### config.mk
export PLATFORM = sky130hd
export DESIGN_NAME = rpb_top
export DESIGN_NICKNAME = d
export VERILOG_FILES = /design/src/rtl/rpb_pkg.sv /design/src/rtl/rpb_adm_if.sv /design/src/rtl/rpb_top.sv /design/src/rtl/rpb_rx_admit.sv
export SDC_FILE = /design/constraint.sdc
export NUM_CORES = 2
export LEC_CHECK = 0
export BUFFER_PORTS_ARGS = -buffer_cell sky130_fd_sc_hd__buf_4
export CORE_ASPECT_RATIO = 0.9
export CORE_MARGIN = 4
export CORE_UTILIZATION = 40
export CTS_CLUSTER_DIAMETER = 60
export CTS_CLUSTER_SIZE = 28
export DETAILED_ROUTE_END_ITERATION = 12
export PLACE_DENSITY = 0.62
export SYNTH_ARGS = -nofsm -noshare
export SYNTH_HDL_FRONTEND = slang
export SYNTH_HIERARCHICAL = 1
export SYNTH_SLANG_ARGS = --single-unit
### constraint.sdc
create_clock -name ref_clk -period 16.4 [get_ports ref_clk]
set_input_delay 1.64 -clock ref_clk [delete_from_list [all_inputs] [get_ports ref_clk]]
set_output_delay 1.64 -clock ref_clk [all_outputs]
set_load 0.03 [all_outputs]
### src/rtl/rpb_pkg.sv
/*
  Shared constants, types and decode helpers of the retransmit priority buffer.
  Assumes a single ref_clk domain and packets carried as one wide word each.
*/
package rpb_pkg;

  // ----------------------------------------------------------------------
  // Build defaults
  // ----------------------------------------------------------------------
  localparam int DEF_TX_DEPTH = 8;
  localparam int DEF_RX_DEPTH = 8;
  localparam int DEF_PKT_W    = 64;
  localparam int DEF_ACK_W    = 6;       // Width of an ackID, value is a plain default
  localparam int SEQ_W        = 8;       // Arrival stamp, compared modulo its width
  localparam int PRIO_W       = 2;

  // ----------------------------------------------------------------------
  // Priorities, classes and receive thresholds
  // ----------------------------------------------------------------------
  localparam logic [1:0] PRIO_MAX     = 2'h3;
  localparam logic [1:0] CLS_RESP     = 2'h0;
  localparam logic [1:0] CLS_REQ_HI   = 2'h1;
  localparam logic [1:0] CLS_REQ_P1   = 2'h2;
  localparam logic [1:0] CLS_REQ_P0   = 2'h3;
  localparam int         RX_FREE_ALL  = 4;
  localparam int         RX_FREE_P1   = 3;
  localparam int         RX_FREE_P2   = 2;
  localparam int         RX_FREE_P3R  = 1;
  localparam int         MIN_REWIND_CYC = 2;   // Shortest rewind outside a packet

  // ----------------------------------------------------------------------
  // Types
  // ----------------------------------------------------------------------
  typedef enum logic [1:0] {SLOT_FREE, SLOT_QUEUED, SLOT_SENT} rpb_slot_t;

  // Transmit arbitration class, lower is served first
  function automatic logic [1:0] rpb_class(input logic resp, input logic [1:0] prio);
    if (resp)
      return CLS_RESP;
    else if (prio[1])
      return CLS_REQ_HI;
    else if (prio[0])
      return CLS_REQ_P1;
    else
      return CLS_REQ_P0;
  endfunction

  // Modulo age test: a was stamped before b
  function automatic logic rpb_older(input logic [SEQ_W-1:0] a, input logic [SEQ_W-1:0] b);
    logic [SEQ_W-1:0] d;
    d = a - b;
    return d[SEQ_W-1];
  endfunction

endpackage

### src/rtl/rpb_adm_if.sv
/*
  Carrier between the buffer core and the receive admission check.
  Assumes both ends sit in the same ref_clk domain.
*/
`timescale 1ns/10ps
interface rpb_adm_if #(parameter int CNT_W = 4);
  logic [CNT_W-1:0] free_slots;
  logic [1:0]       prio;
  logic             resp;
  logic             accept;
  modport core (output free_slots, output prio, output resp, input accept);
  modport adm  (input free_slots, input prio, input resp, output accept);
endinterface

### src/rtl/rpb_top.sv
/*
  Retransmit priority buffer: transmit store that holds packets until they
  are acknowledged, re-arbitrates them after a rewind and bumps retried
  responses; receive store with priority based admission.
  Assumes one packet per beat and a PHY that works on ref_clk.
//
// Function
// Transmit and receive stores each hold 8, 16 or 32 packets, set at build.
// Every sent packet stays stored until acknowledged, resent when refused.
// PHY gives next ackID; each packet handed over is tagged with it.
// PHY updates last acked pointer; stored copies up to it are freed.
// On refusal PHY aborts, rewinds and raises rewind strobe with pointer update.
// Rewind strobe spans the packet in progress, else at least two cycles.
// After rewind release, free acknowledged packets first, then resume sending.
// Send responses, then priority 2-3, 1, 0 requests, each in arrival order.
// On retry every sent unaccepted packet returns to the queue for arbitration.
// Resend from the retried ackID onward, order by new arbitration.
// A retried response is resent with its priority raised by one.
// Only the retried response is bumped, again per retry, capped at 3.
// Acks come in order; a later retry implies earlier ones accepted.
// Partner accepts error free packets with room, otherwise retry or error.
// Both flow control styles, with a smaller receiver controlled only build.
// Receiver controlled throttling happens only through PHY retries.
// Receive accepts all with 4 free, 1-3 with 3, 2-3 with 2.
// One free slot takes priority 3 responses only; none free takes nothing.
// Packets may cross between independent clocks on the two sides.
// AckID comparisons use modulo arithmetic over the identifier width.
*/
`timescale 1ns/10ps
module rpb_top import rpb_pkg::*; #(
  parameter int TX_DEPTH = DEF_TX_DEPTH,
  parameter int RX_DEPTH = DEF_RX_DEPTH,
  parameter int PKT_W    = DEF_PKT_W,
  parameter int ACK_W    = DEF_ACK_W,
  parameter bit RX_ONLY  = 1'b0
)(
  input  wire  logic             ref_clk,
  input  wire  logic             sys_rst,
  input  wire  logic             tx_fc_en,
  input  wire  logic [ACK_W-1:0] partner_buf_stat,
  input  wire  logic             s_valid,
  output logic                   s_ready,
  input  wire  logic [PKT_W-1:0] s_data,
  input  wire  logic [1:0]       s_prio,
  input  wire  logic             s_resp,
  output logic                   phy_valid,
  input  wire  logic             phy_ready,
  output logic [PKT_W-1:0]       phy_data,
  output logic [1:0]             phy_prio,
  output logic                   phy_resp,
  output logic [ACK_W-1:0]       phy_ackid,
  input  wire  logic [ACK_W-1:0] next_ackid_ptr,
  input  wire  logic [ACK_W-1:0] last_acked_ptr,
  input  wire  logic             rewind_strobe,
  input  wire  logic             rx_in_valid,
  output logic                   rx_in_accept,
  input  wire  logic [PKT_W-1:0] rx_in_data,
  input  wire  logic [1:0]       rx_in_prio,
  input  wire  logic             rx_in_resp,
  output logic                   m_valid,
  input  wire  logic             m_ready,
  output logic [PKT_W-1:0]       m_data,
  output logic [1:0]             m_prio,
  output logic                   m_resp
);

  localparam int TI_W = $clog2(TX_DEPTH);
  localparam int RI_W = $clog2(RX_DEPTH);
  localparam int RC_W = RI_W + 1;

  // ----------------------------------------------------------------------
  // Build checks
  // ----------------------------------------------------------------------
  // Store depths are limited to the three supported sizes
  if (!(TX_DEPTH inside {8, 16, 32}) || !(RX_DEPTH inside {8, 16, 32})) begin : g_bad_depth
    $error("store depth must be 8, 16 or 32");
  end
  if (ACK_W < 3 || PKT_W < 1) begin : g_bad_width
    $error("ackID or packet width too small");
  end

  // ----------------------------------------------------------------------
  // Transmit store state
  // ----------------------------------------------------------------------
  rpb_slot_t          slot_st   [TX_DEPTH];
  rpb_slot_t          next_slot_st   [TX_DEPTH];
  logic [1:0]         slot_prio [TX_DEPTH];
  logic [1:0]         next_slot_prio [TX_DEPTH];
  logic               slot_resp [TX_DEPTH];
  logic               next_slot_resp [TX_DEPTH];
  logic [SEQ_W-1:0]   slot_seq  [TX_DEPTH];
  logic [SEQ_W-1:0]   next_slot_seq  [TX_DEPTH];
  logic [ACK_W-1:0]   slot_ack  [TX_DEPTH];
  logic [ACK_W-1:0]   next_slot_ack  [TX_DEPTH];
  logic [PKT_W-1:0]   slot_data [TX_DEPTH];
  logic [PKT_W-1:0]   next_slot_data [TX_DEPTH];
  logic [SEQ_W-1:0]   seq_cnt;
  logic [SEQ_W-1:0]   next_seq_cnt;
  logic               rew_q;
  logic               rew_rel;
  logic               free_found;
  logic [TI_W-1:0]    free_idx;
  logic               arb_found;
  logic [TI_W-1:0]    arb_idx;
  logic [1:0]         arb_cls;
  logic [SEQ_W-1:0]   arb_seq;
  logic               fc_ok;
  logic [ACK_W-1:0]   outstanding;
  logic [ACK_W-1:0]   retry_id;
  logic               any_sent;
  logic               any_drop;

  // Rewind takes effect on its falling edge, after the pointers settled
  assign rew_rel     = rew_q && !rewind_strobe;
  assign retry_id    = last_acked_ptr + ACK_W'(1);
  assign outstanding = next_ackid_ptr - last_acked_ptr - ACK_W'(1);

  // Transmitter flow control is compiled out in the lean build
  assign fc_ok = RX_ONLY ? 1'b1 : (!tx_fc_en || (outstanding < partner_buf_stat));

  // Acked when the tag is at or behind last acked, modulo the ID width
  function automatic logic ack_done(input logic [ACK_W-1:0] tag, input logic [ACK_W-1:0] last);
    logic [ACK_W-1:0] d;
    d = last - tag;
    return !d[ACK_W-1];
  endfunction

  // Free slot search and priority arbitration over queued slots
  always_comb begin
    free_found = 1'b0;
    free_idx   = '0;
    arb_found  = 1'b0;
    arb_idx    = '0;
    arb_cls    = CLS_REQ_P0;
    arb_seq    = '0;
    any_sent   = 1'b0;
    for (int i = 0; i < TX_DEPTH; i++) begin
      if (slot_st[i] == SLOT_FREE && !free_found) begin
        free_found = 1'b1;
        free_idx   = TI_W'(i);
      end
      if (slot_st[i] == SLOT_SENT)
        any_sent = 1'b1;
      if (slot_st[i] == SLOT_QUEUED &&
          (!arb_found || rpb_class(slot_resp[i], slot_prio[i]) < arb_cls ||
           (rpb_class(slot_resp[i], slot_prio[i]) == arb_cls && rpb_older(slot_seq[i], arb_seq)))) begin
        arb_found = 1'b1;
        arb_idx   = TI_W'(i);
        arb_cls   = rpb_class(slot_resp[i], slot_prio[i]);
        arb_seq   = slot_seq[i];
      end
    end
  end

  // Plain handshakes on both sides; a clock crossing stage may sit outside
  assign s_ready = free_found;

  // ----------------------------------------------------------------------
  // Presentation register toward the PHY
  // ----------------------------------------------------------------------
  logic               pres_valid;
  logic               next_pres_valid;
  logic [TI_W-1:0]    pres_idx;
  logic [TI_W-1:0]    next_pres_idx;
  logic [PKT_W-1:0]   next_phy_data;
  logic [1:0]         next_phy_prio;
  logic               next_phy_resp;
  logic               phy_take;

  assign phy_valid = pres_valid && !rewind_strobe;
  assign phy_take  = phy_valid && phy_ready;
  assign phy_ackid = next_ackid_ptr;

  // One packet staged at a time; a rewind drops it back into the queue
  always_comb begin
    next_pres_valid = pres_valid;
    next_pres_idx   = pres_idx;
    next_phy_data   = phy_data;
    next_phy_prio   = phy_prio;
    next_phy_resp   = phy_resp;
    if (rewind_strobe || phy_take) begin
      next_pres_valid = 1'b0;
    end else if (!pres_valid && !rew_q && fc_ok && arb_found) begin
      next_pres_valid = 1'b1;
      next_pres_idx   = arb_idx;
      next_phy_data   = slot_data[arb_idx];
      next_phy_prio   = slot_prio[arb_idx];
      next_phy_resp   = slot_resp[arb_idx];
    end
  end

  // ----------------------------------------------------------------------
  // Slot updates: fill, tag, free and requeue
  // ----------------------------------------------------------------------
  always_comb begin
    next_seq_cnt = seq_cnt;
    any_drop     = 1'b0;
    for (int i = 0; i < TX_DEPTH; i++) begin
      next_slot_st[i]   = slot_st[i];
      next_slot_prio[i] = slot_prio[i];
      next_slot_resp[i] = slot_resp[i];
      next_slot_seq[i]  = slot_seq[i];
      next_slot_ack[i]  = slot_ack[i];
      next_slot_data[i] = slot_data[i];
      // Hold while a rewind is open; the old pointers are not yet valid
      if (slot_st[i] == SLOT_SENT && !rewind_strobe) begin
        if (ack_done(slot_ack[i], last_acked_ptr)) begin
          next_slot_st[i] = SLOT_FREE;
          any_drop        = 1'b1;
        end else if (rew_rel) begin
          next_slot_st[i] = SLOT_QUEUED;
          if (slot_resp[i] && slot_ack[i] == retry_id && slot_prio[i] != PRIO_MAX)
            next_slot_prio[i] = slot_prio[i] + 2'h1;
        end
      end
    end
    if (s_valid && free_found) begin
      next_slot_st[free_idx]   = SLOT_QUEUED;
      next_slot_prio[free_idx] = s_prio;
      next_slot_resp[free_idx] = s_resp;
      next_slot_seq[free_idx]  = seq_cnt;
      next_slot_data[free_idx] = s_data;
      next_seq_cnt             = seq_cnt + SEQ_W'(1);
    end
    if (phy_take) begin
      next_slot_st[pres_idx]  = SLOT_SENT;
      next_slot_ack[pres_idx] = next_ackid_ptr;
    end
  end

  // Registers of the transmit side
  always_ff @(posedge ref_clk) begin
    if (sys_rst) begin
      for (int i = 0; i < TX_DEPTH; i++) begin
        slot_st[i]   <= SLOT_FREE;
        slot_prio[i] <= '0;
        slot_resp[i] <= 1'b0;
        slot_seq[i]  <= '0;
        slot_ack[i]  <= '0;
        slot_data[i] <= '0;
      end
      seq_cnt    <= '0;
      rew_q      <= 1'b0;
      pres_valid <= 1'b0;
      pres_idx   <= '0;
      phy_data   <= '0;
      phy_prio   <= '0;
      phy_resp   <= 1'b0;
    end else begin
      slot_st    <= next_slot_st;
      slot_prio  <= next_slot_prio;
      slot_resp  <= next_slot_resp;
      slot_seq   <= next_slot_seq;
      slot_ack   <= next_slot_ack;
      slot_data  <= next_slot_data;
      seq_cnt    <= next_seq_cnt;
      rew_q      <= rewind_strobe;
      pres_valid <= next_pres_valid;
      pres_idx   <= next_pres_idx;
      phy_data   <= next_phy_data;
      phy_prio   <= next_phy_prio;
      phy_resp   <= next_phy_resp;
    end
  end

  // ----------------------------------------------------------------------
  // Receive store
  // ----------------------------------------------------------------------
  logic [PKT_W+2:0]   rx_mem [RX_DEPTH];
  logic [PKT_W+2:0]   next_rx_mem [RX_DEPTH];
  logic [RI_W-1:0]    rx_wr;
  logic [RI_W-1:0]    next_rx_wr;
  logic [RI_W-1:0]    rx_rd;
  logic [RI_W-1:0]    next_rx_rd;
  logic [RC_W-1:0]    rx_cnt;
  logic [RC_W-1:0]    next_rx_cnt;
  logic               rx_push;
  logic               rx_pop;

  rpb_adm_if #(.CNT_W(RC_W)) adm_bus ();

  assign adm_bus.free_slots = RC_W'(RX_DEPTH) - rx_cnt;
  assign adm_bus.prio       = rx_in_prio;
  assign adm_bus.resp       = rx_in_resp;
  assign rx_in_accept       = adm_bus.accept;
  assign rx_push            = rx_in_valid && adm_bus.accept;
  assign rx_pop             = m_valid && m_ready;
  assign m_valid            = (rx_cnt != '0);
  assign {m_resp, m_prio, m_data} = rx_mem[rx_rd];

  rpb_rx_admit #(.CNT_W(RC_W)) u_admit (
    .ref_clk (ref_clk),
    .sys_rst (sys_rst),
    .adm     (adm_bus)
  );

  // Plain first-in first-out order on the receive side
  always_comb begin
    next_rx_mem = rx_mem;
    next_rx_wr  = rx_wr;
    next_rx_rd  = rx_rd;
    next_rx_cnt = rx_cnt;
    if (rx_push) begin
      next_rx_mem[rx_wr] = {rx_in_resp, rx_in_prio, rx_in_data};
      next_rx_wr         = rx_wr + RI_W'(1);
    end
    if (rx_pop)
      next_rx_rd = rx_rd + RI_W'(1);
    if (rx_push && !rx_pop)
      next_rx_cnt = rx_cnt + RC_W'(1);
    else if (rx_pop && !rx_push)
      next_rx_cnt = rx_cnt - RC_W'(1);
  end

  // Registers of the receive side
  always_ff @(posedge ref_clk) begin
    if (sys_rst) begin
      for (int i = 0; i < RX_DEPTH; i++)
        rx_mem[i] <= '0;
      rx_wr  <= '0;
      rx_rd  <= '0;
      rx_cnt <= '0;
    end else begin
      rx_mem <= next_rx_mem;
      rx_wr  <= next_rx_wr;
      rx_rd  <= next_rx_rd;
      rx_cnt <= next_rx_cnt;
    end
  end
endmodule // rpb_top

### src/rtl/rpb_rx_admit.sv
/*
  Receive admission: decides from free space and packet priority whether an
  incoming packet may enter the receive store. Assumes the core offers it
  the free slot count of the current cycle.
*/
`timescale 1ns/10ps
module rpb_rx_admit import rpb_pkg::*; #(
  parameter int CNT_W = 4
)(
  input  wire logic ref_clk,
  input  wire logic sys_rst,
  rpb_adm_if.adm    adm
);

  // ----------------------------------------------------------------------
  // Priority allowance against remaining space
  // ----------------------------------------------------------------------
  // One slot is held back per priority step so high priority never starves
  always_comb begin
    if (adm.free_slots >= CNT_W'(RX_FREE_ALL))
      adm.accept = 1'b1;
    else if (adm.free_slots == CNT_W'(RX_FREE_P1))
      adm.accept = (adm.prio != 2'h0);
    else if (adm.free_slots == CNT_W'(RX_FREE_P2))
      adm.accept = adm.prio[1];
    else if (adm.free_slots == CNT_W'(RX_FREE_P3R))
      adm.accept = adm.resp && (adm.prio == PRIO_MAX);
    else
      adm.accept = 1'b0;
  end
endmodule // rpb_rx_admit

* Word-level counts from Yosys, hierarchy flattened
Cells that the tools add are included.
** Operators by class
- Reduce and logical (&&, ||, !) cells :: 109
- Add/subtract/negate cells :: 32
- Equal/unequal tests :: 43
- Order comparisons :: 17
- Mux-type cells :: 165
- Bitwise logic cells :: 12
** Operators with widths (count)
- $bwmux 536 :: 1
- $bwmux 512 :: 1
- $bmux 67 s3 :: 1
- $demux 67 s3 :: 1
- $mux 67 :: 3
- $bmux 64 s3 :: 1
- $demux 64 s3 :: 1
- $mux 64 :: 3
- $mux 2 :: 83
- $bwmux 64 :: 1
- $mux 8 :: 8
- $logic_and 1x1->1 :: 60
- $sub 8x8->8 :: 7
- $sub 6x6->6 :: 9
- $bwmux 48 :: 1
- $eq 6x6->1 :: 8
- $mux 16 :: 3
- $mux 3 :: 12
- $mux 1 :: 33
- $demux 8 s3 :: 1
- $ge 4x4->1 const B :: 5
- $logic_not 1->1 :: 20
- $not 3->4 :: 5
- $demux 6 s3 :: 1
- other kinds (36) :: 109
** Word-level totals
- Register bits after elaboration :: 1290
- Output and inout port bits :: 144
- Input port bits :: 160
- Word-level logic and storage cells :: 444

* Logic depth before layout (Yosys ltp)
- Word-level depth :: 43
- Gate-level depth with buffers :: 90
- Mapped depth without buffers :: 78

* By module
Netlist, hierarchy kept.
** Modules (own cells, without submodules)
- rpb_top :: times used 1, area each 58698.8 µm², sequential area each 25824.8 µm², cells an instance 7264
- rpb_rx_admit :: times used 1, area each 23.8 µm², sequential area each 0.0 µm², cells an instance 4

* Least setup slack after synthesis
OpenSTA, ideal clock, no wires.
- Path type :: register to register
- Start :: register slot_st[14] (netlist name)
- End :: register phy_data[13]
- Buffers on the path :: 11
- Data required time :: 16264 ps
- Slack :: -751 ps
- Cell stages (with the launch flop) :: 90
- Library setup time :: 136 ps
- Arrival :: 17015 ps
- Period minus slack after synthesis :: 17151 ps
- Cell sequence :: dfxtp_1 > nor2b_1 > buf_2 > clkbuf_1 > nand2_1 > ha_1 > a21oi_1 > o22ai_2 > o21ai_2 > and3_1 > o31a_1 > clkbuf_1 > nand3_1 > o21ai_0 > inv_1 > ha_1 > a211oi_1 > o211ai_1 > [54 not listed] > nor2_1 > a21oi_1 > ha_1 > a21oi_1 > nor2b_1 > o21ai_0 > nand2b_1 > a2111oi_0 > and3_1 > a31o_2 > o22a_1 > nor3_4 > nor3_1 > buf_4 > buf_2 > mux2_1 > o211ai_1 > o211ai_1
** On the way
- Longest elaborated chain between the ends :: 41
- Elaborated cells between the ends (all ways) :: 92
- Those cells by class :: 7 x add/sub; 7 x order compare; 8 x eq/ne; 32 x mux; 1 x bitwise; 37 x reduce/logical
** Ends and longest elaborated chain
- from (decl) :: line rpb_top.sv:85 : rpb_slot_t slot_st [TX_DEPTH];
- from (signal assigned) :: line rpb_top.sv:250 : slot_st <= next_slot_st;
- $eq 2x1->1 * :: line rpb_top.sv:144 : if (slot_st[i] == SLOT_QUEUED &&
- $mux 8 (tied with other cells) :: line rpb_top.sv:144
- $sub 8x8->8 (tied with other cells) :: line rpb_pkg.sv:51 : d = a - b;
- $logic_and 1x1->1 / $logic_or 1x1->1 (equally long branches) :: line rpb_top.sv:146, rpb_top.sv:145
- $logic_or 1x1->1 :: line rpb_top.sv:145 : (!arb_found || rpb_class(slot_resp[i], slot_prio[i]) < arb_cls ||
- $logic_and 1x1->1 :: line rpb_top.sv:144
- $mux 8 (tied with other cells) :: line rpb_top.sv:144
- $sub 8x8->8 (tied with other cells) :: line rpb_pkg.sv:51
- [24 not listed]
- $sub 8x8->8 (tied with other cells) :: line rpb_pkg.sv:51
- $logic_and 1x1->1 / $logic_or 1x1->1 (equally long branches) :: line rpb_top.sv:146, rpb_top.sv:145
- $logic_or 1x1->1 :: line rpb_top.sv:145
- $logic_and 1x1->1 :: line rpb_top.sv:144
- $mux 3 :: line rpb_top.sv:144
- $not 3->4 (not written as such) :: line rpb_top.sv:186 : next_phy_data = slot_data[arb_idx];
- $bmux 64 s3 :: line rpb_top.sv:186
- $mux 64 (not written as such) (2 in a row) :: line rpb_top.sv:186
- to (signal assigned) :: line rpb_top.sv:260 : phy_data <= next_phy_data;
- to (decl) :: line rpb_top.sv:48 : output logic [PKT_W-1:0] phy_data,
Mark *: on every way between the ends. The rest lies on a longest branch, timed or not. The select of a mux whose other input is x is not followed.
A chain may end at the register's enable or synchronous reset.

* Final worst setup path
- Start :: register slot_st[14] (netlist name)
- End :: register phy_data[30]
The elaborated chain is that of the path after synthesis.

==> out/results.tsv <==
metric	value	unit
switching share of power	0.319	
Post-Syn Area per Cell	8.08	um^2
max-cap viol count	0	
net switching power	0.00240	W
met2 track demand over resource	0.407	
first-pass GRT wire length	293000	um
Least-Margin Pin Slew	1.28	ns
H-tree Lvls	3	
share of flip-flops with an asynchronous set or reset after synthesis	0	
Detailed Route WL	192000	um
Longest Clk Path Bufs	3	
number of vias after detailed routing	50800	
count of routing violations after the opening detailed-route iteration	4682	
area growth from synthesis to layout	12.5	%
power per unit of standard cell area	114	nW/um^2
clock insertion delay at the later pin of the skew report	0.78	ns
core box area	146000	um^2
power share of the combinational group	0.178	
most used flip-flop cell after synthesis	sky130_fd_sc_hd__dfxtp_1	
M3 GR Usage	0.0472	
aggregate global routing overflow	0	
final weighted congestion of routability-driven global placement	0.886	
classification of the worst setup path	register to register	
TritonCTS Buffers	106	
Worst Path Arrival	16.17	ns
run status	completed	
Mapped Cells	7268	
number of buffers added on ports	303	
most used routing layer in global routing	met2	
Num Clock Sinks	1290	
worst-path maximum fanout	20	
ANT nets after route	0	
starting density of the core	0.402	
Placement Rows	133	
share of the synthesized area in the top cell type	0.440	
nets	7425	
Lkg Pwr	23.5	nW
Top-Level Pins	304	
category of the worst setup path launch point	register	
overall global routing resource usage	0.241	
Internal	0.00513	W
yosys synthesis warning count	6	
final hold viol count	0	
final period utilization	0.947	
detail-routed net length per standard cell	20.9	um
final setup violation count	0	
top achievable clock speed	64.4	MHz
sequential cell area	25800	um^2
routed vias/inst	5.53	
net count after synthesis	7560	
worst slew margin relative to its limit	0.143	
number of flops mapped to enable cells by yosys	0	
met1 Track Usage GR	0.312	
Clock power frac	0.374	
slowest cell delay on critical path	0.41	ns
clock tree from TritonCTS	done	
DP Wirelength	111000	um
chip width	412	um
multi-input combinational cell area	29800	um^2
fraction of layout cells with a size suffix above 1	0.137	
fin area	66000	um^2
largest area contributor in the synthesized netlist	sky130_fd_sc_hd__dfxtp_1	
worst-case clock skew	0.0673	ns
clock-pin slew of the registers on the worst-case setup and hold paths	0.08	ns
DRC Markers	0	
slowest cell on the critical path	sky130_fd_sc_hd__o31a_4	
CTS Root Cell	sky130_fd_sc_hd__clkbuf_16	
Post-Route Hold Slack	0.452	ns
summed instance area of the synthesized netlist	58700	um^2
hold bufs inserted after CTS	0	
final critical-path required period	15.53	ns
worst hold path class	register to register	
max-slew violation total from the final report	0	
number of storage elements in the synthesis netlist	1290	
Setup crit end kind	register	
Placement Cell Area	61600	um^2
antenna violations before repair	19	
maximum ir drop on the vdd rail	0.129	mV
count of fill cells added during filler insertion	14200	
vias in the first global route	48900	
portion of total power attributed to sequential cells	0.448	
maximum number of pins on one net before global-route repair	214	
first-pass detailed-route iteration total	6	
Cell variety after synth	93	
proportion of synthesized chip area in sequential cells	0.440	
Die Span Y	371	um
dominant cells by area after synthesis	sky130_fd_sc_hd__dfxtp_1 (44%), sky130_fd_sc_hd__nand2_1 (16%), sky130_fd_sc_hd__a21oi_1 (10%)	
worst path required time	17.04	ns
die area	153000	um^2
per-layer routing:
layer | wire length (um) | vias up
met5 | 100 | -
met4 | 5110 | 14
met3 | 15200 | 315
met2 | 91200 | 1692
met1 | 80800 | 24600
li1 | - | 24200
cell families (layout without fill, tap and decap cells):
family	Yosys count	count (layout)	synth area share
adders and majority gates	132	132	0.0284
AOI/OAI and AO/OA	1629	1629	0.157
other	0	12	0
and+or+nand+nor	2926	2926	0.199
DFF	1290	1290	0.440
muxes	407	407	0.101
buffers and inverters	787	746	0.0596
xor gates and xnor gates	97	97	0.0146
metrics by stage:
step           TNS, ns  total power, W  cells  utilization  setup WS [ns]
2_1_floorplan        0         0.00431   7268            -         0.0442
3_3_place_gp         0         0.00475   8952        0.422          0.116
3_5_place_dp     -6.49         0.00477   8952        0.422         -0.190
4_1_cts              0         0.00758   9154        0.449         0.0357
5_1_grt         -0.849         0.00782   9188        0.452        -0.0525
6_report             0         0.00754   9196        0.453          0.869
synth_stat cells (all sizes together) (18+ instances only):
cell and n:
nand2b 31, o21ai 96, o21a 18, a22oi 33, clkbuf 482, a2bb2oi 34
a211oi 26, mux2i 127, mux4 134, nand2 2458, xnor2 65, buf 197
nor3 37, xor2 32, nor2 169, mux2 146, nor2b 30, a222oi 33
nand4 18, ha 130, nand3 92, inv 108, dfxtp 1290, o211ai 109
a21oi 1199
repair_timing:
| item | in CTS | in global routing |
|---|---|---|
| setup buffers | 0 | 25 |
| gates cloned | 0 | 5 |
| pin swaps | 0 | 12 |
| endpoints found under the setup margin | 67 | 70 |
| resized for setup | 6 | 43 |
worst max-delay path, delay by kind of cell (launching register included):
kind,cells,cell delay (ns)
and+or+nand+nor,19,2.08
AOI/OAI and AO/OA,39,7.72
adders and majority gates,7,1.76
DFF,1,0.33
buffers and inverters,11,1.64
muxes,4,1.24
xor gates and xnor gates,4,0.58
path summary, 6_finish.rpt:
path                  end  cells past startpoint  slack (ns)        start
min reg2reg    rx_mem[14]                      2        0.45   rx_mem[14]
max reg2reg  phy_data[30]                     84        0.87  slot_st[14]
max          phy_data[30]                     84        0.87  slot_st[14]
min            rx_mem[14]                      2        0.45   rx_mem[14]
flip-flops by register name, indices dropped and copies added, names as in the netlist, 2 cells and up:
signal     cells
slot_resp      8
phy_data      64
pres_idx       3
rx_cnt         4
rx_wr          3
slot_seq      64
seq_cnt        8
rx_rd          3
slot_ack      48
slot_st       16
rx_mem       536
phy_prio       2
slot_prio     16
slot_data    512
area by class of cell:
cell class | instances | share of cell area
sequential | 1290 | 0.391
inverter | 108 | 0.00614
timing repair buffer | 436 | 0.0540
antenna | 12 | 0.000455
clock buffer | 113 | 0.0412
multi-input combinational | 5191 | 0.452
tap | 1957 | 0.0371
clock inverter | 89 | 0.0182
power by group through the flow:
stage	logic, W	registers, W	clock network [W]
6_report	0.00134	0.00337	0.00282
5_1_grt	0.00144	0.00339	0.00299
4_1_cts	0.00133	0.00337	0.00287
3_5_place_dp	0.00133	0.00345	0
3_3_place_gp	0.00131	0.00344	0
2_1_floorplan	0.000931	0.00338	0
cell usage in the layout, fill, tap and decap left out, types with 19 or more instances in the layout:
cell type / instances
sky130_fd_sc_hd__clkbuf_16: 110
sky130_fd_sc_hd__nor2b_1: 30
sky130_fd_sc_hd__nor3_1: 31
sky130_fd_sc_hd__mux2i_1: 124
sky130_fd_sc_hd__mux4_2: 134
sky130_fd_sc_hd__o21ai_0: 69
sky130_fd_sc_hd__a2bb2oi_1: 34
sky130_fd_sc_hd__a22oi_1: 33
sky130_fd_sc_hd__nor2_1: 158
sky130_fd_sc_hd__a211oi_1: 23
sky130_fd_sc_hd__ha_1: 130
sky130_fd_sc_hd__a222oi_1: 33
sky130_fd_sc_hd__xnor2_1: 64
sky130_fd_sc_hd__inv_1: 108
sky130_fd_sc_hd__a21oi_1: 1193
sky130_fd_sc_hd__xor2_1: 32
sky130_fd_sc_hd__mux2_2: 106
sky130_fd_sc_hd__dfxtp_1: 1287
sky130_fd_sc_hd__mux2_1: 40
sky130_fd_sc_hd__buf_4: 414
sky130_fd_sc_hd__nand2_1: 2445
sky130_fd_sc_hd__o211ai_1: 109
sky130_fd_sc_hd__nand3_1: 90
sky130_fd_sc_hd__o21ai_1: 19
sky130_fd_sc_hd__nand2b_1: 27
Power figures use the tool's default switching activity.
